==> src/scan_seq_params.svh <==
`ifndef SCAN_SEQ_PARAMS_SVH
`define SCAN_SEQ_PARAMS_SVH
// Overview of operation
// - direct select picks direct pins; else sensor pins via excitation or sample-hold path
// - outside test, state channel code picks excited channel and result bit 0..3
// - in test, test select state picks test0 or test1 channel and result bit
// - test cycle active derives from software test cycle request bit
// - with direct select, envelope and channel3 select pick common or separate inputs
// - latch sets on comparator high while latch enable high, else held reset
// - latch value moves into selected result bit on rising edge of stop
// - comparator high when input above reference; optional inversion before storage
// - comparator and dac powered by state bits or their force-on bits
// - outside test, level register index is twice channel plus last result bit
// - in test, level register 6 or 7 by test select state
// - timer output mode 1 routes excitation and comparator to capture inputs
// - timer output mode 0 routes two selected result bits to capture inputs
// - sequencer walks 24 entries of 16 bits from entry 0
// - scan enable low resets divider, start flop, outputs and stops oscillator; path select, dac level, result, flag and capture outputs are not reset
// - stop state resets counter and halts; restart on start or on next slow clock cycle by repeat
// - after stop pulse, entry 0 settings are driven until next sequence
// - repeat 0 starts sequences from divided slow clock start pulse
// - repeat 1 restarts on next slow clock cycle; start flag set each start
// - second-stage divider writes apply from next sequence stop
// - each control output follows its table bit for the whole state
// - state lasts repeat count plus one cycles of slow or fast clock
// - stop state lasts one fast cycle and sets stop flag
// - test request runs test cycle after next sequence, clears when it ends
// entry field positions
`define ENT_CH_LSB 0
`define ENT_LC 2
`define ENT_EX 3
`define ENT_CA 4
`define ENT_RS 5
`define ENT_TS 6
`define ENT_DAC 7
`define ENT_STOP 8
`define ENT_SLOW 9
`define ENT_RPT_LSB 10
`define ENT_RPT_W 5
`define NUM_ENTRIES 24
`define ENTRY_W 16
`define DAC_W 10
`define NUM_LEVELS 8
`define TEST_LVL0 3'h6
`define TEST_LVL1 3'h7
`endif

==> src/scan_seq_pkg.sv <==
package scan_seq_pkg;
  typedef enum logic [1:0] {
    SQ_IDLE = 2'b00,
    SQ_RUN = 2'b01,
    SQ_STOP = 2'b10
  } seq_state_t;
  typedef logic [15:0] entry_t;
endpackage : scan_seq_pkg

==> src/seq_ctl_if.sv <==
interface seq_ctl_if;
  logic fast_tick;
  logic slow_tick;
  logic start_tick;
  logic load_divider;
  modport div (output fast_tick, output slow_tick, output start_tick, input load_divider);
  modport seq (input fast_tick, input slow_tick, input start_tick, output load_divider);
endinterface : seq_ctl_if

==> src/scan_sensor_sequencer.sv <==
`include "scan_seq_params.svh"
module scan_sensor_sequencer (
  input wire logic SYS_CLK,
  input wire logic RST_N,
  input wire logic ACLK_IN,
  input wire logic SCAN_ENABLE,
  input wire logic SEQUENCER_REPEAT,
  input wire logic [1:0] FAST_CLOCK_DIV,
  input wire logic [1:0] START_DIVIDER_FIRST,
  input wire logic [7:0] START_DIVIDER_SECOND_A,
  input wire logic [7:0] START_DIVIDER_SECOND_B,
  input wire logic TABLE_WE,
  input wire logic [4:0] TABLE_ADDR,
  input wire scan_seq_pkg::entry_t TABLE_WDATA,
  input wire logic LEVEL_WE,
  input wire logic [2:0] LEVEL_ADDR,
  input wire logic [9:0] LEVEL_WDATA,
  input wire logic DIRECT_INPUT_SELECT,
  input wire logic SAMPLE_HOLD_SELECT,
  input wire logic ENVELOPE_INPUT_SELECT,
  input wire logic DIRECT_CHANNEL3_SELECT,
  input wire logic [1:0] TEST0_CHANNEL_FIELD,
  input wire logic [1:0] TEST1_CHANNEL_FIELD,
  input wire logic TEST_REQUEST_SET,
  input wire logic COMPARATOR_INVERT,
  input wire logic COMPARATOR_FORCE_ON,
  input wire logic DAC_FORCE_ON,
  input wire logic TIMER_OUTPUT_MODE,
  input wire logic [1:0] TIMER_ROUTE_SELECT_A,
  input wire logic [1:0] TIMER_ROUTE_SELECT_B,
  input wire logic START_FLAG_CLR,
  input wire logic STOP_FLAG_CLR,
  input wire logic COMPARATOR_OUT,
  output logic [1:0] CHANNEL_SELECT,
  output logic SENSOR_PATH_EXCITE,
  output logic SENSOR_PATH_SAMPLE,
  output logic DIRECT_PATH,
  output logic COMMON_DIRECT_INPUT,
  output logic LC_SENSOR_ENABLE,
  output logic EXCITATION_PULSE,
  output logic COMPARATOR_POWER,
  output logic DAC_POWER,
  output logic [9:0] DAC_LEVEL,
  output logic OSC_ENABLE,
  output logic SEQUENCE_STOP,
  output logic [3:0] CHANNEL_RESULT_BIT,
  output logic TEST0_RESULT_BIT,
  output logic TEST1_RESULT_BIT,
  output logic TEST_CYCLE_REQUEST,
  output logic TEST_CYCLE_ACTIVE,
  output logic SEQUENCE_START_FLAG,
  output logic SEQUENCE_STOP_FLAG,
  output logic [2:0] TIMER_CAPTURE
);
  import scan_seq_pkg::*;

  // ******************************
  // input synchronisers
  // ******************************
  logic aclk_m_ff, aclk_s_ff, cmp_m_ff, cmp_s_ff;
  always_ff @(posedge SYS_CLK or negedge RST_N) begin
    if (!RST_N) begin
      aclk_m_ff <= 1'b0;
      aclk_s_ff <= 1'b0;
      cmp_m_ff <= 1'b0;
      cmp_s_ff <= 1'b0;
    end else begin
      aclk_m_ff <= ACLK_IN;
      aclk_s_ff <= aclk_m_ff;
      cmp_m_ff <= COMPARATOR_OUT;
      cmp_s_ff <= cmp_m_ff;
    end
  end

  seq_ctl_if ctl ();
  scan_clk_div u_div (
    .clk(SYS_CLK),
    .rst_n(RST_N),
    .en(SCAN_ENABLE),
    .slow_clk_s(aclk_s_ff),
    .fast_div(FAST_CLOCK_DIV),
    .div_first(START_DIVIDER_FIRST),
    .div_a(START_DIVIDER_SECOND_A),
    .div_b(START_DIVIDER_SECOND_B),
    .ctl(ctl.div)
  );

  // ******************************
  // state table and level registers
  // ******************************
  entry_t table_mem [`NUM_ENTRIES];
  logic [`DAC_W-1:0] level_mem [`NUM_LEVELS];
  always_ff @(posedge SYS_CLK) begin
    if (TABLE_WE && TABLE_ADDR < 5'(`NUM_ENTRIES)) table_mem[TABLE_ADDR] <= TABLE_WDATA;
    if (LEVEL_WE) level_mem[LEVEL_ADDR] <= LEVEL_WDATA;
  end

  // ******************************
  // sequencer
  // ******************************
  seq_state_t st_ff;
  logic [4:0] ptr_ff;
  logic [4:0] rpt_ff;
  logic pending_ff;
  logic stop_ff;
  entry_t cur;
  logic tick;
  logic last_tick;
  logic [4:0] nxt_ptr;
  assign cur = table_mem[ptr_ff];
  assign tick = cur[`ENT_SLOW] ? ctl.slow_tick : ctl.fast_tick;
  assign last_tick = tick && rpt_ff == cur[`ENT_RPT_LSB +: `ENT_RPT_W];
  assign nxt_ptr = ptr_ff + 5'h1;
  assign ctl.load_divider = (st_ff == SQ_STOP);

  always_ff @(posedge SYS_CLK or negedge RST_N) begin
    if (!RST_N) begin
      st_ff <= SQ_IDLE;
      ptr_ff <= 5'h00;
      rpt_ff <= 5'h00;
      pending_ff <= 1'b0;
      stop_ff <= 1'b0;
    end else if (!SCAN_ENABLE) begin
      st_ff <= SQ_IDLE;
      ptr_ff <= 5'h00;
      rpt_ff <= 5'h00;
      pending_ff <= 1'b0;
      stop_ff <= 1'b0;
    end else begin
      stop_ff <= 1'b0;
      unique case (st_ff)
        SQ_IDLE: begin
          // entry 0 is held while idle
          rpt_ff <= 5'h00;
          if (ctl.start_tick || (pending_ff && ctl.slow_tick)) begin
            st_ff <= SQ_RUN;
            pending_ff <= 1'b0;
          end
        end
        SQ_RUN: begin
          if (cur[`ENT_STOP]) begin
            if (ctl.fast_tick) begin
              st_ff <= SQ_STOP;
              stop_ff <= 1'b1;
            end
          end else if (last_tick) begin
            rpt_ff <= 5'h00;
            ptr_ff <= (nxt_ptr >= 5'(`NUM_ENTRIES)) ? 5'h00 : nxt_ptr;
          end else if (tick) rpt_ff <= rpt_ff + 5'h01;
        end
        SQ_STOP: begin
          st_ff <= SQ_IDLE;
          ptr_ff <= 5'h00;
          rpt_ff <= 5'h00;
          pending_ff <= SEQUENCER_REPEAT;
        end
        default: st_ff <= SQ_IDLE;
      endcase
    end
  end

  // ******************************
  // test cycle control
  // ******************************
  logic req_ff, tact_ff;
  logic seq_start;
  assign seq_start = (st_ff == SQ_IDLE) && SCAN_ENABLE &&
                     (ctl.start_tick || (pending_ff && ctl.slow_tick));
  // test cycle armed at a sequence stop, runs as the next sequence from its start
  always_ff @(posedge SYS_CLK or negedge RST_N) begin
    if (!RST_N) begin
      req_ff <= 1'b0;
      tact_ff <= 1'b0;
    end else begin
      if (stop_ff && tact_ff) begin
        tact_ff <= 1'b0;
        req_ff <= TEST_REQUEST_SET;
      end else begin
        if (stop_ff && req_ff) tact_ff <= 1'b1;
        if (TEST_REQUEST_SET) req_ff <= 1'b1;
      end
    end
  end
  logic test_run;
  assign test_run = tact_ff && (st_ff == SQ_IDLE);

  // ******************************
  // channel, result bit and reference selection
  // ******************************
  logic sel_test;
  logic [1:0] in_chan;
  assign sel_test = cur[`ENT_TS];
  always_comb begin
    if (tact_ff) in_chan = sel_test ? TEST1_CHANNEL_FIELD : TEST0_CHANNEL_FIELD;
    else in_chan = cur[`ENT_CH_LSB +: 2];
  end

  function automatic logic [2:0] level_index(input logic [1:0] ch, input logic last);
    level_index = {ch, last};
  endfunction : level_index

  logic [2:0] lvl_idx;
  always_comb begin
    if (tact_ff) lvl_idx = sel_test ? `TEST_LVL1 : `TEST_LVL0;
    else lvl_idx = level_index(in_chan, CHANNEL_RESULT_BIT[in_chan]);
  end

  // ******************************
  // result latch and result bits
  // ******************************
  logic cmp_res;
  logic latch_ff;
  assign cmp_res = cmp_s_ff ^ COMPARATOR_INVERT;
  always_ff @(posedge SYS_CLK or negedge RST_N) begin
    if (!RST_N) latch_ff <= 1'b0;
    else if (!cur[`ENT_RS] || st_ff != SQ_RUN) latch_ff <= 1'b0;
    else if (cmp_res) latch_ff <= 1'b1;
  end

  always_ff @(posedge SYS_CLK or negedge RST_N) begin
    if (!RST_N) begin
      CHANNEL_RESULT_BIT <= 4'h0;
      TEST0_RESULT_BIT <= 1'b0;
      TEST1_RESULT_BIT <= 1'b0;
    end else if (stop_ff) begin
      if (tact_ff && sel_test) TEST1_RESULT_BIT <= latch_ff;
      else if (tact_ff) TEST0_RESULT_BIT <= latch_ff;
      else if (DIRECT_INPUT_SELECT && ENVELOPE_INPUT_SELECT) CHANNEL_RESULT_BIT <= {4{latch_ff}};
      else CHANNEL_RESULT_BIT[in_chan] <= latch_ff;
    end
  end

  // ******************************
  // front-end drive
  // ******************************
  logic run_en;
  assign run_en = SCAN_ENABLE;
  always_ff @(posedge SYS_CLK or negedge RST_N) begin
    if (!RST_N) begin
      CHANNEL_SELECT <= 2'h0;
      SENSOR_PATH_EXCITE <= 1'b0;
      SENSOR_PATH_SAMPLE <= 1'b0;
      DIRECT_PATH <= 1'b0;
      COMMON_DIRECT_INPUT <= 1'b0;
      LC_SENSOR_ENABLE <= 1'b0;
      EXCITATION_PULSE <= 1'b0;
      COMPARATOR_POWER <= 1'b0;
      DAC_POWER <= 1'b0;
      DAC_LEVEL <= 10'h000;
      OSC_ENABLE <= 1'b0;
      SEQUENCE_STOP <= 1'b0;
    end else begin
      CHANNEL_SELECT <= run_en ? in_chan : 2'h0;
      SENSOR_PATH_EXCITE <= ~DIRECT_INPUT_SELECT & ~SAMPLE_HOLD_SELECT;
      SENSOR_PATH_SAMPLE <= ~DIRECT_INPUT_SELECT & SAMPLE_HOLD_SELECT;
      DIRECT_PATH <= DIRECT_INPUT_SELECT;
      COMMON_DIRECT_INPUT <= DIRECT_INPUT_SELECT &
                             (ENVELOPE_INPUT_SELECT | DIRECT_CHANNEL3_SELECT);
      LC_SENSOR_ENABLE <= run_en & cur[`ENT_LC];
      EXCITATION_PULSE <= run_en & cur[`ENT_EX];
      COMPARATOR_POWER <= COMPARATOR_FORCE_ON | (run_en & cur[`ENT_CA]);
      DAC_POWER <= DAC_FORCE_ON | (run_en & cur[`ENT_DAC]);
      DAC_LEVEL <= level_mem[lvl_idx];
      OSC_ENABLE <= run_en;
      SEQUENCE_STOP <= run_en & stop_ff;
    end
  end

  // ******************************
  // flags and timer routing
  // ******************************
  always_ff @(posedge SYS_CLK or negedge RST_N) begin
    if (!RST_N) begin
      SEQUENCE_START_FLAG <= 1'b0;
      SEQUENCE_STOP_FLAG <= 1'b0;
      TEST_CYCLE_REQUEST <= 1'b0;
      TEST_CYCLE_ACTIVE <= 1'b0;
    end else begin
      if (seq_start) SEQUENCE_START_FLAG <= 1'b1;
      else if (START_FLAG_CLR) SEQUENCE_START_FLAG <= 1'b0;
      if (stop_ff) SEQUENCE_STOP_FLAG <= 1'b1;
      else if (STOP_FLAG_CLR) SEQUENCE_STOP_FLAG <= 1'b0;
      TEST_CYCLE_REQUEST <= req_ff;
      TEST_CYCLE_ACTIVE <= tact_ff | test_run;
    end
  end

  always_ff @(posedge SYS_CLK or negedge RST_N) begin
    if (!RST_N) TIMER_CAPTURE <= 3'h0;
    else if (TIMER_OUTPUT_MODE) TIMER_CAPTURE <= {1'b0, cmp_res, cur[`ENT_EX] & run_en};
    else TIMER_CAPTURE <= {1'b0, CHANNEL_RESULT_BIT[TIMER_ROUTE_SELECT_B],
                           CHANNEL_RESULT_BIT[TIMER_ROUTE_SELECT_A]};
  end
endmodule : scan_sensor_sequencer

==> src/scan_clk_div.sv <==
`include "scan_seq_params.svh"
module scan_clk_div (
  input wire logic clk,
  input wire logic rst_n,
  input wire logic en,
  input wire logic slow_clk_s,
  input wire logic [1:0] fast_div,
  input wire logic [1:0] div_first,
  input wire logic [7:0] div_a,
  input wire logic [7:0] div_b,
  seq_ctl_if.div ctl
);
  logic slow_d_ff;
  logic [7:0] fcnt_ff;
  logic [2:0] c1_ff;
  logic [15:0] c2_ff;
  logic [15:0] period_ff;
  logic edge_w;
  logic [15:0] nxt_period;
  assign edge_w = slow_clk_s & ~slow_d_ff;
  // period held minus one so that (255+1)*(255+1) still fits in 16 bits
  assign nxt_period = 16'(div_a) * 16'(div_b) + 16'(div_a) + 16'(div_b);
  always_ff @(posedge clk or negedge rst_n) begin
    if (!rst_n) slow_d_ff <= 1'b0;
    else slow_d_ff <= slow_clk_s;
  end
  always_ff @(posedge clk or negedge rst_n) begin
    if (!rst_n) begin
      fcnt_ff <= 8'h00;
      ctl.fast_tick <= 1'b0;
    end else if (!en) begin
      fcnt_ff <= 8'h00;
      ctl.fast_tick <= 1'b0;
    end else begin
      ctl.fast_tick <= (fcnt_ff == 8'h00);
      fcnt_ff <= (fcnt_ff >= 8'((8'h1 << fast_div) - 8'h1)) ? 8'h00 : fcnt_ff + 8'h01;
    end
  end
  always_ff @(posedge clk or negedge rst_n) begin
    if (!rst_n) ctl.slow_tick <= 1'b0;
    else ctl.slow_tick <= en & edge_w;
  end
  // first stage /1/2/4/8 then second stage (a+1)*(b+1) slow clocks
  always_ff @(posedge clk or negedge rst_n) begin
    if (!rst_n) begin
      c1_ff <= 3'h0;
      c2_ff <= 16'h0000;
      period_ff <= 16'h0000;
      ctl.start_tick <= 1'b0;
    end else if (!en) begin
      c1_ff <= 3'h0;
      c2_ff <= 16'h0000;
      period_ff <= nxt_period;
      ctl.start_tick <= 1'b0;
    end else begin
      ctl.start_tick <= 1'b0;
      if (ctl.load_divider) period_ff <= nxt_period;
      if (edge_w) begin
        if (c1_ff >= 3'((4'h1 << div_first) - 4'h1)) begin
          c1_ff <= 3'h0;
          if (c2_ff >= period_ff) begin
            c2_ff <= 16'h0000;
            ctl.start_tick <= 1'b1;
          end else c2_ff <= c2_ff + 16'h1;
        end else c1_ff <= c1_ff + 3'h1;
      end
    end
  end
endmodule : scan_clk_div

==> config.mk <==
export PLATFORM = sky130hd
export DESIGN_NAME = scan_sensor_sequencer
export DESIGN_NICKNAME = d
export VERILOG_FILES = /design/src/scan_seq_pkg.sv /design/src/seq_ctl_if.sv /design/src/scan_sensor_sequencer.sv /design/src/scan_clk_div.sv
export VERILOG_INCLUDE_DIRS = /design/src /design/src/src
export SDC_FILE = /design/constraint.sdc
export NUM_CORES = 1
export LEC_CHECK = 0
export BUFFER_PORTS_ARGS = -buffer_cell sky130_fd_sc_hd__buf_2
export CAP_MARGIN = 20
export CORE_MARGIN = 2
export CORE_UTILIZATION = 45
export CTS_CLUSTER_SIZE = 10
export DETAILED_ROUTE_END_ITERATION = 10
export GPL_TIMING_DRIVEN = 0
export PLACE_DENSITY_LB_ADDON = 0.2
export SYNTH_ARGS = -nofsm -noshare
export SYNTH_HDL_FRONTEND = slang
export SYNTH_HIERARCHICAL = 1
export SYNTH_SLANG_ARGS = --single-unit
==> constraint.sdc <==
create_clock -name SYS_CLK -period 3.04 [get_ports SYS_CLK]
set_input_delay 0.608 -clock SYS_CLK [delete_from_list [all_inputs] [get_ports SYS_CLK]]
set_output_delay 0.608 -clock SYS_CLK [all_outputs]
set_load 0.05 [all_outputs]
# == Yosys cells after proc, flatten, opt, wreduce, memory -nomap -nowiden ==
# Memories as Yosys holds them, arrays and structs flattened. A register that Yosys moved wholly into a read port is not among the register bits.
# Cells that the tools add are included.
# word_totals
register_bits,93
latch_bits,0
output_inout_bits,35
mem_bits_ro,0
mem_count,2
in_bits,81
ram_bits,464
wordCells,198
# memory_table
memory,words,word_bits,rd,rd_ports_with_merged_regs,write_ports,line_no,rtl
table_mem,24,16,1,0,1,scan_sensor_sequencer.sv:91,entry_t table_mem [`NUM_ENTRIES];
level_mem,8,10,1,1,1,scan_sensor_sequencer.sv:92,logic [`DAC_W-1:0] level_mem [`NUM_LEVELS];
# op_classes
eq_ne,16
n_lt_le_gt_ge,9
n_reduce_logical,31
multipliers,1
n_bitwise,20
div,0
n_mux,69
n_addsub,9
shift,2
# op_table
op,n
$mux 16,6
$mux 5,8
$add 16x8->16,2
$mux 1,31
$pmux 5 s2,2
$add 16x1->16 const B,1
$ge 16x16->1,1
$mul 8x8->16,1
$mux 2,8
$mux 8,2
$reduce_and 3->1,5
$mux 3,4
$ne 3x3->1 const B,4
$logic_and 1x1->1,11
$add 5x1->5 const B,2
$and 1x1->1,10
$reduce_bool 2->1,5
$lt 2x3->1 const B,3
$add 8x1->8 const B,1
$ge 8x8->1,1
$logic_not 8->1,1
$ne 2x1->1 const B,4
$shl 1x2->8 const A,1
$sub 8x1->8 const B,1
27 further kinds,42

# == Longest topological paths before layout ==
# Gate-level depths: netlist (run 1).
# An unclocked memory read counts as a cell.
# logic_depth
word_depth,9
mapped_depth,19
depth_no_buf,18

# == Cells and area by module ==
# Netlist (run 1), hierarchy kept.
# modules_own_cells
module,cells_each,seq_area_each_um2,instances,area_each_um2
scan_sensor_sequencer,1054,14589.0,1,19683.9
scan_clk_div,561,1176.1,1,5078.6

# == Worst setup path before layout (run 1) ==
# No wires, ideal clock.
# synth_path
path_type,input to register
startpoint,input port START_DIVIDER_SECOND_B[1]
endpoint,register u_div.period_ff[10]
setup_time_ps,135
slack_ps,-2144
n_path_buf,1
cell_stages,19
required_time_ps,2905
arrival_ps,5049
cell_sequence,clkbuf_1 nand2_1 fa_1 inv_1 fa_1 inv_1 fa_1 inv_1 fa_1 inv_1 fa_1 inv_1 ha_1 o21a_1 o21a_1 and4_1 a2111oi_0 xor2_1 o21ai_0
# synth_between
elab_chain_len,5
# synth_lines
item,line_no,rtl
from (decl),scan_sensor_sequencer.sv:11,"input wire logic [7:0] START_DIVIDER_SECOND_B,"
$mul 8x8->16,scan_clk_div.sv:22,assign nxt_period = 16'(div_a) * 16'(div_b) + 16'(div_a) + 16'(div_b);
$add 16x8->16,scan_clk_div.sv:22,
$add 16x8->16 *,scan_clk_div.sv:22,
$mux 16,scan_clk_div.sv:57,if (ctl.load_divider) period_ff <= nxt_period;
$mux 16 *,scan_clk_div.sv:50,end else if (!en) begin
to (signal assigned),scan_clk_div.sv:53,period_ff <= nxt_period;
to (signal assigned),scan_clk_div.sv:57,
to (decl),scan_clk_div.sv:17,logic [15:0] period_ff;
# Mark *: on every way between the ends. The rest lies on a longest branch, timed or not. The select of a mux whose other input is x is not followed.
# A chain may end at the register's enable or synchronous reset.

# == Final worst setup path (run 1) ==
# layout_path
startpoint,input port START_DIVIDER_SECOND_A[7]
endpoint,register u_div.period_ff[13]
# layout_between
elab_chain_len,5
# layout_lines
item,line_no,rtl
from (decl),scan_sensor_sequencer.sv:10,"input wire logic [7:0] START_DIVIDER_SECOND_A,"
$mul 8x8->16,scan_clk_div.sv:22,
$add 16x8->16 * (2 in series),scan_clk_div.sv:22,
$mux 16,scan_clk_div.sv:57,
$mux 16 *,scan_clk_div.sv:50,
# Marked as above.

==> results.txt, run 1 <==
The final worst clock skew is 0.0373 ns. The initial antenna violation count came out at 2. The number of buffers created by CTS came out at 61.

The total power divided by cell area came out at 663 nW/um^2. In the routed layout, each cell is associated on average with a via count of 5.64. The worst endpoint required time came out at 3.52 ns.

The placed wire-length estimate after detailed placement is 40,600 um. Counting cells, the worst reg-to-reg path comes to 11. The nature of the critical path endpoint is a flop. The share of synthesized flip-flops with an asynchronous set or reset is 18.8%. Sorting the synthesized cells by area gives the leading types as edfxtp_1, dfrtp_1, mux4_2, fa_1, ha_1.

The path class of the tightest hold or removal check is in -> reg. The weighted congestion at the end of routability-driven global placement came out at 0.868. Setup repair after global routing could not meet its margin everywhere.

The die extent in y is 239 um. The worst register-to-register path begins at ptr_ff[0]$_DFFE_PN0P_. At the pin with the least slew margin, the transition time is 0.947 ns.

The run finished, with violations left. The max-capacitance violation count is 0. The first-pass GRT wire length came out at 90,400 um. Input and output buffers added on the ports amount to 112. The number of hold-slack violations in the final timing report is 0.

The number of flip-flops and latches in the synthesized netlist came out at 542. In this run, placement finished with an instance count of 2,457. The clock transition at the registers of the reported paths is 0.06 ns.

The antenna diode count is 0. The delay of the slowest critical-path stage is 0.55 ns. Once detail routing completed, the nets flagged for antenna violations numbered 0. The worst-case headroom to the max-slew limit came out at 36.6%.

The final reports fail on setup timing. The core outline area is 54,100 um^2. The total vias in the final route is 14,800. Counting every sink on the clock net gives 542.

The cell leakage power came out at 0.0112 uW. For this run, the top clock speed supported by timing is 229 MHz. Prior to clock tree synthesis, the placed netlist has a worst setup slack of -2.13 ns. The worst hold path cell count is 1.

For this run, the leading register cell type out of synthesis is edfxtp_1. The endpoint identified for the worst register-to-register timing path is ptr_ff[4]$_DFFE_PN0P_. The Yosys step of the flow raised 6 warnings. Entering global routing, the biggest net connects 68 pins. The signal on the critical path passes through buf_12, inv_6, fa_1, inv_2, fa_1, fa_1, fa_1, inv_2, fa_2, inv_2, ha_4, a2111o_1, a41oi_2, buf_4, o21ai_2, xnor2_1, o21ai_1. Of all cell types, the one taking the most synthesized area is edfxtp_1. The overflow left after global routing is 0. The count of standard-cell rows is 85. The first-pass iteration count of the detailed router is 7. The final critical delay including setup and external delays came out at 4.36 ns. The synthesized instance count came out at 1,615. The floorplan step defined a die boundary enclosing 56,900 um^2.

The peak supply drop came out at 0.000623 V. The share of post-route cells with drive strength above 1 is 32.2%. The part of the cycle the worst path needs came out at 143%. The worst hold path terminates at aclk_m_ff$_DFF_PN0_. After layout, the design draws a total of 20,300 uW. The sequential element share of the synthesized area came out at 63.7%.

Each instance of the synthesized netlist takes up on average 15.3 um^2. In this run the number of H-tree levels came out at 2. The clock passes through at most 3 buffers. The worst setup path category is in -> reg.

The detailed router finished its first iteration with 1,058 violations. In this run the most critical hold path is launched from ACLK_IN. The initial utilization of the core area, before any placement, comes to 45.7%. The aggregate routed wire length came out at 60,400 um. In the final routed layout, each cell accounts on average for 23.1 um. The final setup TNS is -13.98 ns. The residual DRC count came out at 0. From synthesis to final layout, the design area changed by 23.6%. The number of flops mapped to enable cells by yosys is 440. TritonCTS built the clock tree. For this run, the post-layout net count is 2,103.

Setup violations remaining at the end of the flow were counted as 33. The number of non-filler instances in the completed layout came out at 2,620. STA classifies the critical path startpoint as an input pin. By instance count, the cell type seen most on the critical path is fa_1. Of all nets on the critical path, the largest fanout is 6. The share of Yosys cell area claimed by the top area cell type is 53.4%. The clock insertion delay at the later pin of the skew report is 0.64 ns. The root buffer cell chosen for the clock tree is clkbuf_16. The distinct cell type count after synthesis came out at 74. Global routing used 21.3% of the available tracks across all layers. The number of global-route vias before repair is 15,200.

The worst register-to-register path has a setup slack of -0.23 ns. The number of placed I/O pins came out at 116. Setup slack on the critical path of the routed design comes to -1.32 ns. The arrival time of the worst setup path is 4.84 ns. The final design utilization is 56.5%. The number of slew-limit violations in the final report came out at 0. The largest individual stage delay along the critical path comes from the cell fa_1. The horizontal die dimension came out at 239 um. The combined area of all synthesized cells came out at 24,800 um^2.
==> timing repair <==
action,4_1_cts,5_1_grt
pin swaps,74,77
gates cloned,1,1
endpoints found under the hold margin,29,0
setup endpoints to repair,44,47
buffers inserted,55,21
hold buffers,1,0
resized for setup,195,164
==> area by class of cell <==
type,instances,area (um^2)
buffer,53,499
clock buffer,83,1640
clock inverter,5,87.6
fill,4186,23500
inverter,105,424
multi-input combinational,916,9330
sequential,542,15800
tap,696,871
timing repair buffer,220,1990
==> metal layers <==
metal  global-route usage (%)  part of all wire [%]
met1                     28.1                    42
met2                     36.1                    50
met3                     4.10                   5.7
met4                     5.80                   2.2
met5                        0                 0.041
==> flip-flops by register name (all words and copies together), names as in the netlist, 5 cells and up <==
signal,count
DAC_LEVEL,10
ptr_ff,5
u_div/c2_ff,16
u_div/fcnt_ff,8
table_mem,360
rpt_ff,5
level_mem,80
u_div/period_ff,16
==> where the power goes <==
group / switching, uW / internal, uW / total [uW] / leakage [uW]
clock network: 2790 / 3780 / 6580 / 0.000833
logic: 2770 / 2570 / 5340 / 0.00511
registers: 92.6 / 8290 / 8380 / 0.00527
==> worst max path at each step <==
stage	startpoint	to	slack (ns)	cells past startpoint
detailed placement	START_DIVIDER_SECOND_A[0]	u_div/period_ff[12]$_DFFE_PN0P_	-2.13	17
CTS	START_DIVIDER_SECOND_B[1]	u_div/period_ff[13]$_DFFE_PN0P_	-1.32	20
global placement	START_DIVIDER_SECOND_A[3]	u_div/period_ff[15]$_DFFE_PN0P_	-2.13	17
floorplan	START_DIVIDER_SECOND_B[0]	u_div/period_ff[10]$_DFFE_PN0P_	-1.61	19
global route	START_DIVIDER_SECOND_A[6]	u_div/period_ff[10]$_DFFE_PN0P_	-1.39	19
finish	START_DIVIDER_SECOND_A[7]	u_div/period_ff[13]$_DFFE_PN0P_	-1.32	17
==> cell families after synthesis <==
logic type                 after synthesis  synth area share [%]
DFF                                    542                  63.7
and+or+nand+nor                        361                  7.14
AOI/OAI and AO/OA                      216                  5.88
muxes                                  190                  12.1
buffers and inverters                  161                  2.76
adders and majority gates              123                  7.70
xor gates and xnor gates                20                 0.707
other                                    2                0.0303
==> through the flow <==
stage | cell area (um^2) | hold WS [ns]
finish | 30600 | 0.102
global route | 30600 | 0.0682
CTS | 29900 | 0.0649
detailed placement | 27000 | 0.337
global placement | 26400 | 0.339
floorplan | 25000 | 0.312
==> placed cells by master, fill, tap and decap left out, drive strengths merged, types with 7 or more instances in the layout <==
| master | Yosys | routed |
|---|---|---|
| or3 | 7 | 7 |
| clkbuf | 18 | 101 |
| a21o | 11 | 11 |
| nor2 | 105 | 105 |
| ha | 74 | 74 |
| and2 | 32 | 32 |
| nand2 | 101 | 101 |
| nand4 | 7 | 7 |
| o211ai | 15 | 15 |
| xnor2 | 8 | 8 |
| nand2b | 16 | 16 |
| xor2 | 12 | 12 |
| o21a | 13 | 13 |
| a211oi | 7 | 7 |
| nand3 | 21 | 21 |
| mux2 | 26 | 26 |
| o21ai | 58 | 58 |
| edfxtp | 440 | 440 |
| and3 | 10 | 10 |
| fa | 49 | 49 |
| nor3 | 18 | 18 |
| buf | 38 | 254 |
| mux4 | 82 | 82 |
| mux2i | 82 | 82 |
| dfrtp | 102 | 102 |
| a22oi | 16 | 16 |
| a21oi | 39 | 39 |
| inv | 104 | 103 |
| nor2b | 14 | 14 |
==> worst max-delay path: cells and delay by family <==
kind	cells	cell delay (ns)
fa+ha+maj	6	2.74
buf+inv	6	0.42
compound gates	4	0.86
xor+xnor	1	0.20
==> cells in the mapped netlist, types with 5 or more instances <==
library cell  instances
dfrtp_1             102
o211ai_1             15
edfxtp_1            440
nand3b_1              6
a21boi_0              6
nor4_1                5
nand3_1              21
mux4_2               73
o31ai_1               5
buf_2                22
o21ai_1              11
xnor2_1               8
a21o_1               11
nand2_1             101
nor2b_1              14
o21a_1               13
or3_1                 7
nor3_1               17
ha_1                 74
o21ai_0              47
a211oi_1              7
mux2_2               25
a211o_1               5
xor2_1               12
nor2_1              105
and2_1               32
fa_1                 49
inv_1               104
mux2i_1              82
a22oi_1              16
mux4_1                9
buf_4                10
clkbuf_1             18
nand2b_1             15
nand4_1               7
a21oi_1              39
and3_1               10
Power figures use the tool's default switching activity.
==> run 2, diff against run 1 <==
--- a/config.mk
+++ b/config.mk
@@ -6,6 +6,7 @@
 export SDC_FILE = /design/constraint.sdc
 export NUM_CORES = 1
 export LEC_CHECK = 0
+export ABC_AREA = 1
 export BUFFER_PORTS_ARGS = -buffer_cell sky130_fd_sc_hd__buf_2
 export CAP_MARGIN = 20
 export CORE_MARGIN = 2
==> run 2 against run 1 <==
  * The run still ends with setup timing left
  * Sequential share of layout area hardly changed
  * Flip-flop and latch count stayed put
  * Clock power is 2% lower
  * Worst setup slack better by 0.32 ns
  * Global-route usage is 1.7 points higher
  * Worst hold slack worse by 0.0075 ns
  * Critical path depth is 4 higher
  * Core utilization is 2.2 points lower
  * Register-to-register slack better by 0.36 ns
  * First-iteration DRC count is 64% higher
  * Synthesized cell count is 48% higher
  * Critical endpoint is now u_div/period_ff[15]$_DFFE_PN0P_
  * Largest power group unchanged
==> results.txt, run 2 <==
The initial detailed-routing violation count is 1,736 (was 1,058). The origin of the critical flop-to-flop path is ptr_ff[2]$_DFFE_PN0P_ (was ptr_ff[0]$_DFFE_PN0P_). The CTS tree is built (unchanged). The worst endpoint required time was 3.54 ns (was 3.52 ns).

The number of buffers between clock root and the deepest sink is 3 (unchanged). The core outline area is 56,400 um^2 (was 54,100 um^2). The proportion of power drawn by combinational gates came to 32.0% (was 26.3%). The total power divided by cell area came out at 713 nW/um^2 (was 663 nW/um^2). The via density per instance came to 5.38 (was 5.64). The distinct cell type count after synthesis came out at 50 (was 74).

The largest net degree at the start of global routing came to 63 (was 68). The fraction of power spent switching nets is 32.1% (was 27.9%). RSZ-0062 raised after global routing: yes (unchanged). The worst setup path category is in -> reg (unchanged). The area of the multi-input gates is 8780 um^2 (was 9330 um^2). The total vias in the final route is 18,300 (was 14,800). The share of synthesized flip-flops with an asynchronous set or reset came to 18.8% (unchanged).

The placed wire-length estimate after detailed placement is 46,700 um (was 40,600 um). The routed wire length per instance is 20.0 um (was 23.1 um). The sequential element share of the synthesized area came out at 61.4% (was 63.7%).

The cell depth of the worst flop-to-flop path came out at 8 (was 11). The flip-flop count of the largest register, all copies and words added was 360 (unchanged). The number of flops mapped to enable cells by yosys came out at 440 (unchanged). The peak supply drop came out at 0.000497 V (was 0.000623 V). The fill cell total of the finished layout is 4,876 (was 4,186).

The overflow left after global routing came out at 0 (unchanged). The synthesized instance count came out at 2,389 (was 1,615). The number of placed I/O pins is 116 (unchanged). The number of hold-slack violations in the final timing report came out at 0 (unchanged). The register with the most flip-flops was table_mem (unchanged). The post-synthesis area per instance came out at 10.8 um^2 (was 15.3 um^2).

The part of the cycle the worst path needs came out at 133% (was 143%). The global-route total usage across every layer came to 23.0% (was 21.3%). The count of standard-cell rows came to 87 (was 85). The nature of the critical path endpoint is a flop (unchanged).

The effective utilization at floorplan came out at 45.6% (was 45.7%). Failing checks: setup timing (unchanged). The delay of the slowest critical-path stage is 0.54 ns (was 0.55 ns).

The actual transition at the worst max-transition pin came out at 0.954 ns (was 0.947 ns). The growth of design area from synthesis to finish is 19.2% (was 23.6%). The worst-case headroom to the max-slew limit came out at 36.2% (was 36.6%). The number of H-tree levels came out at 2 (unchanged). The worst-case register-to-register setup slack is 0.13 ns (was -0.23 ns). The launch point of the worst path was START_DIVIDER_SECOND_A[2] (was START_DIVIDER_SECOND_A[7]).

The leading cell type in the layout, fill and taps excluded is edfxtp_1 (unchanged). The area of the die was 59,000 um^2 (was 56,900 um^2). The arrival time of the worst setup path is 4.54 ns (was 4.84 ns). The residual DRC count came to 0 (unchanged). The switching component of the power is 7010 uW (was 5660 uW). The type of element launching the critical path is an input pin (unchanged). The die extent in y is 243 um (was 239 um). The cell at the root of the clock tree was clkbuf_16 (unchanged). The number of global-route vias before repair came out at 18,300 (was 15,200). The worst-case setup margin in the final layout is -1.00 ns (was -1.32 ns). The clock transition at the registers of the reported paths is 0.05 ns (was 0.06 ns). The final net count came out at 2,813 (was 2,103). The highest achievable clock rate came out at 247 MHz (was 229 MHz). The aggregate routed wire length is 67,800 um (was 60,400 um). The initial antenna violation count is 2 (unchanged). The number of buffers created by CTS came out at 60 (was 61). The number of flip-flops and latches in the synthesized netlist came out at 542 (unchanged). The final design utilization is 54.3% (was 56.5%).

The fraction of power consumed by the clock network is 29.4% (was 32.4%). The first-pass GRT wire length is 105,000 um (was 90,400 um). The count of input and output buffers came out at 101 (was 112). The total placed instance area is 28,100 um^2 (was 27,000 um^2).

Cells along the critical path: buf_8, buf_8, nand2_4, fa_1, fa_1, inv_2, fa_1, fa_1, inv_1, fa_1, inv_2, ha_4, nand2_4, inv_4, nand3_4, nor3_2, nand2_2, nand2_1, nand2_1, nand3_1, nand2_1 (was buf_12, inv_6, fa_1, inv_2, fa_1, fa_1, fa_1, inv_2, fa_2, inv_2, ha_4, a2111o_1, a41oi_2, buf_4, o21ai_2, xnor2_1, o21ai_1). Most used cells in the layout excluding fill and tap cells: edfxtp_1, nand2_1, inv_1 (was edfxtp_1, buf_2, dfrtp_1). The final worst clock skew came out at 0.0216 ns (was 0.0373 ns).

The sink count of the clock tree is 542 (unchanged). The leading cell type by number of instances after synthesis is edfxtp_1 (unchanged). The largest driver fanout on the critical path is 7 (was 6).

The clock insertion delay at the later pin of the skew report came to 0.62 ns (was 0.64 ns). The number of slew-limit violations in the final report is 0 (unchanged). The design internal power came out at 14,800 uW (was 14,600 uW). The horizontal die dimension is 243 um (was 239 um). The master of the slowest instance on the critical path is fa_1 (unchanged). The final critical delay including setup and external delays was 4.04 ns (was 4.36 ns). The number of setup violations in the final report was 13 (was 33). Most common library cells after synthesis: edfxtp_1, nand2_1, inv_1 (was edfxtp_1, nor2_1, inv_1). The weighted congestion at the end of routability-driven global placement was 0.873 (was 0.868). The share of Yosys cell area claimed by the top area cell type came out at 51.4% (was 53.4%). The share of power burned in registers was 38.6% (was 41.3%). The remaining number of nets flagged by the antenna check after routing came out at 0 (unchanged).

The most numerous cell on the critical path is fa_1 (unchanged). The max-capacitance violation count was 0 (unchanged). The share of post-route cells with drive strength above 1 came out at 17.9% (was 32.2%). The combined area of all synthesized cells came out at 25,700 um^2 (was 24,800 um^2). Outcome: finished with violations (unchanged). The first-pass iteration count of the detailed router came to 6 (was 7). The prevailing post-synth register cell is edfxtp_1 (unchanged). The combined flip-flop and latch cell area is 15,800 um^2 (about the same). The area of all placed cells without fillers came out at 30,600 um^2 (about the same). The type of the tightest min-delay check was in -> async (was in -> reg).

Top flop regs: table_mem: 360 flops, level_mem: 80 flops (unchanged). Largest cells by area after synthesis: edfxtp_1, dfrtp_1, nand2_1, inv_1, nand3_1 (was edfxtp_1, dfrtp_1, mux4_2, fa_1, ha_1). The total of hold buffers inserted after clock tree synthesis came out at 0 (was 1).

The top cell type by total area after synthesis was edfxtp_1 (unchanged). The cell leakage power is 0.0126 uW (was 0.0112 uW). The number of synthesis warnings came out at 6 (unchanged). The endpoint of the worst register-to-register path was DAC_POWER$_DFF_PN0_ (was ptr_ff[4]$_DFFE_PN0P_).
==> run 2: changes by cell type after synthesis, moves of 82 or more <==
cell / delta
inv_1: +193
mux2i_1: -82
nand2_1: +295
nand3_1: +177
nor2_1: +159
o21ai_0: +119
==> run 2: critical path, delay by kind of cell <==
family | cells | cell delay, ns
buf+inv | 6 | 0.45
fa+ha+maj | 6 | 2.83
simple gates | 9 | 0.67
==> run 2: layout make-up <==
cell class	instances	share of cell area (%)
Buffer	114	3.24
Tap cell	756	3.09
Antenna cell	2	0.0163
Sequential cell	542	51.5
Multi-Input combinational cell	1430	28.7
Inverter	303	3.75
Clock buffer	84	5.30
Clock inverter	2	0.151
Timing Repair Buffer	158	4.31
==> run 2: repair_timing <==
item                                    in CTS  in global routing
pin swaps                                   49                 63
buffers inserted                            17                 16
gates resized for setup                     71                140
endpoints found under the setup margin      39                 39
hold endpoints to repair                     0                  0
==> run 2: cell families after synthesis <==
group	after synthesis	share of synthesized area (%)
other	2	0.0292
DFF	542	61.4
AOI/OAI and AO/OA	370	8.58
and+or+nand+nor	902	14.8
buffers and inverters	421	6.86
xor gates and xnor gates	29	0.989
adders and majority gates	123	7.42
==> run 2: per-layer routing <==
layer / share of wire (%) / global-route usage (%)
met1: 42 / 30.4
met2: 49 / 39.0
met3: 6.4 / 3.13
met4: 3.2 / 7.96
met5: 0 / 0
==> run 2: stage by stage <==
stage / setup TNS (ns) / hold slack [ns] / setup WS [ns] / cells / total power [uW]
finish: -10.85 / 0.0942 / -1.00 / 3391 / 21800
global route: -12.33 / 0.0758 / -1.12 / 3391 / 22900
CTS: -11.35 / 0.0683 / -1.01 / 3375 / 21100
detailed placement: -27.93 / 0.336 / -1.81 / 3275 / 14000
global placement: -151.73 / 0.335 / -1.78 / 3250 / 13900
floorplan: -13.90 / 0.312 / -1.32 / 2393 / 12600
==> run 2: power groups by stage <==
stage                     Sequential (uW)  Clock, uW  Combinational, uW
after floorplan                      8840          0               3730
after global placement               8570          0               5320
after detailed placement             8570          0               5430
after CTS                            8430       6500               6160
after global routing                 8460       6800               7690
final                                8430       6420               7000
==> run 2: worst max-delay path by stage <==
stage | end | slack, ns | cells after the start
2_1_floorplan | u_div/period_ff[15]$_DFFE_PN0P_ | -1.32 | 20
3_3_place_gp | u_div/period_ff[15]$_DFFE_PN0P_ | -1.78 | 18
3_5_place_dp | u_div/period_ff[15]$_DFFE_PN0P_ | -1.81 | 18
4_1_cts | u_div/period_ff[12]$_DFFE_PN0P_ | -1.01 | 20
5_1_grt | u_div/period_ff[15]$_DFFE_PN0P_ | -1.12 | 21
6_report | u_div/period_ff[15]$_DFFE_PN0P_ | -1.00 | 21
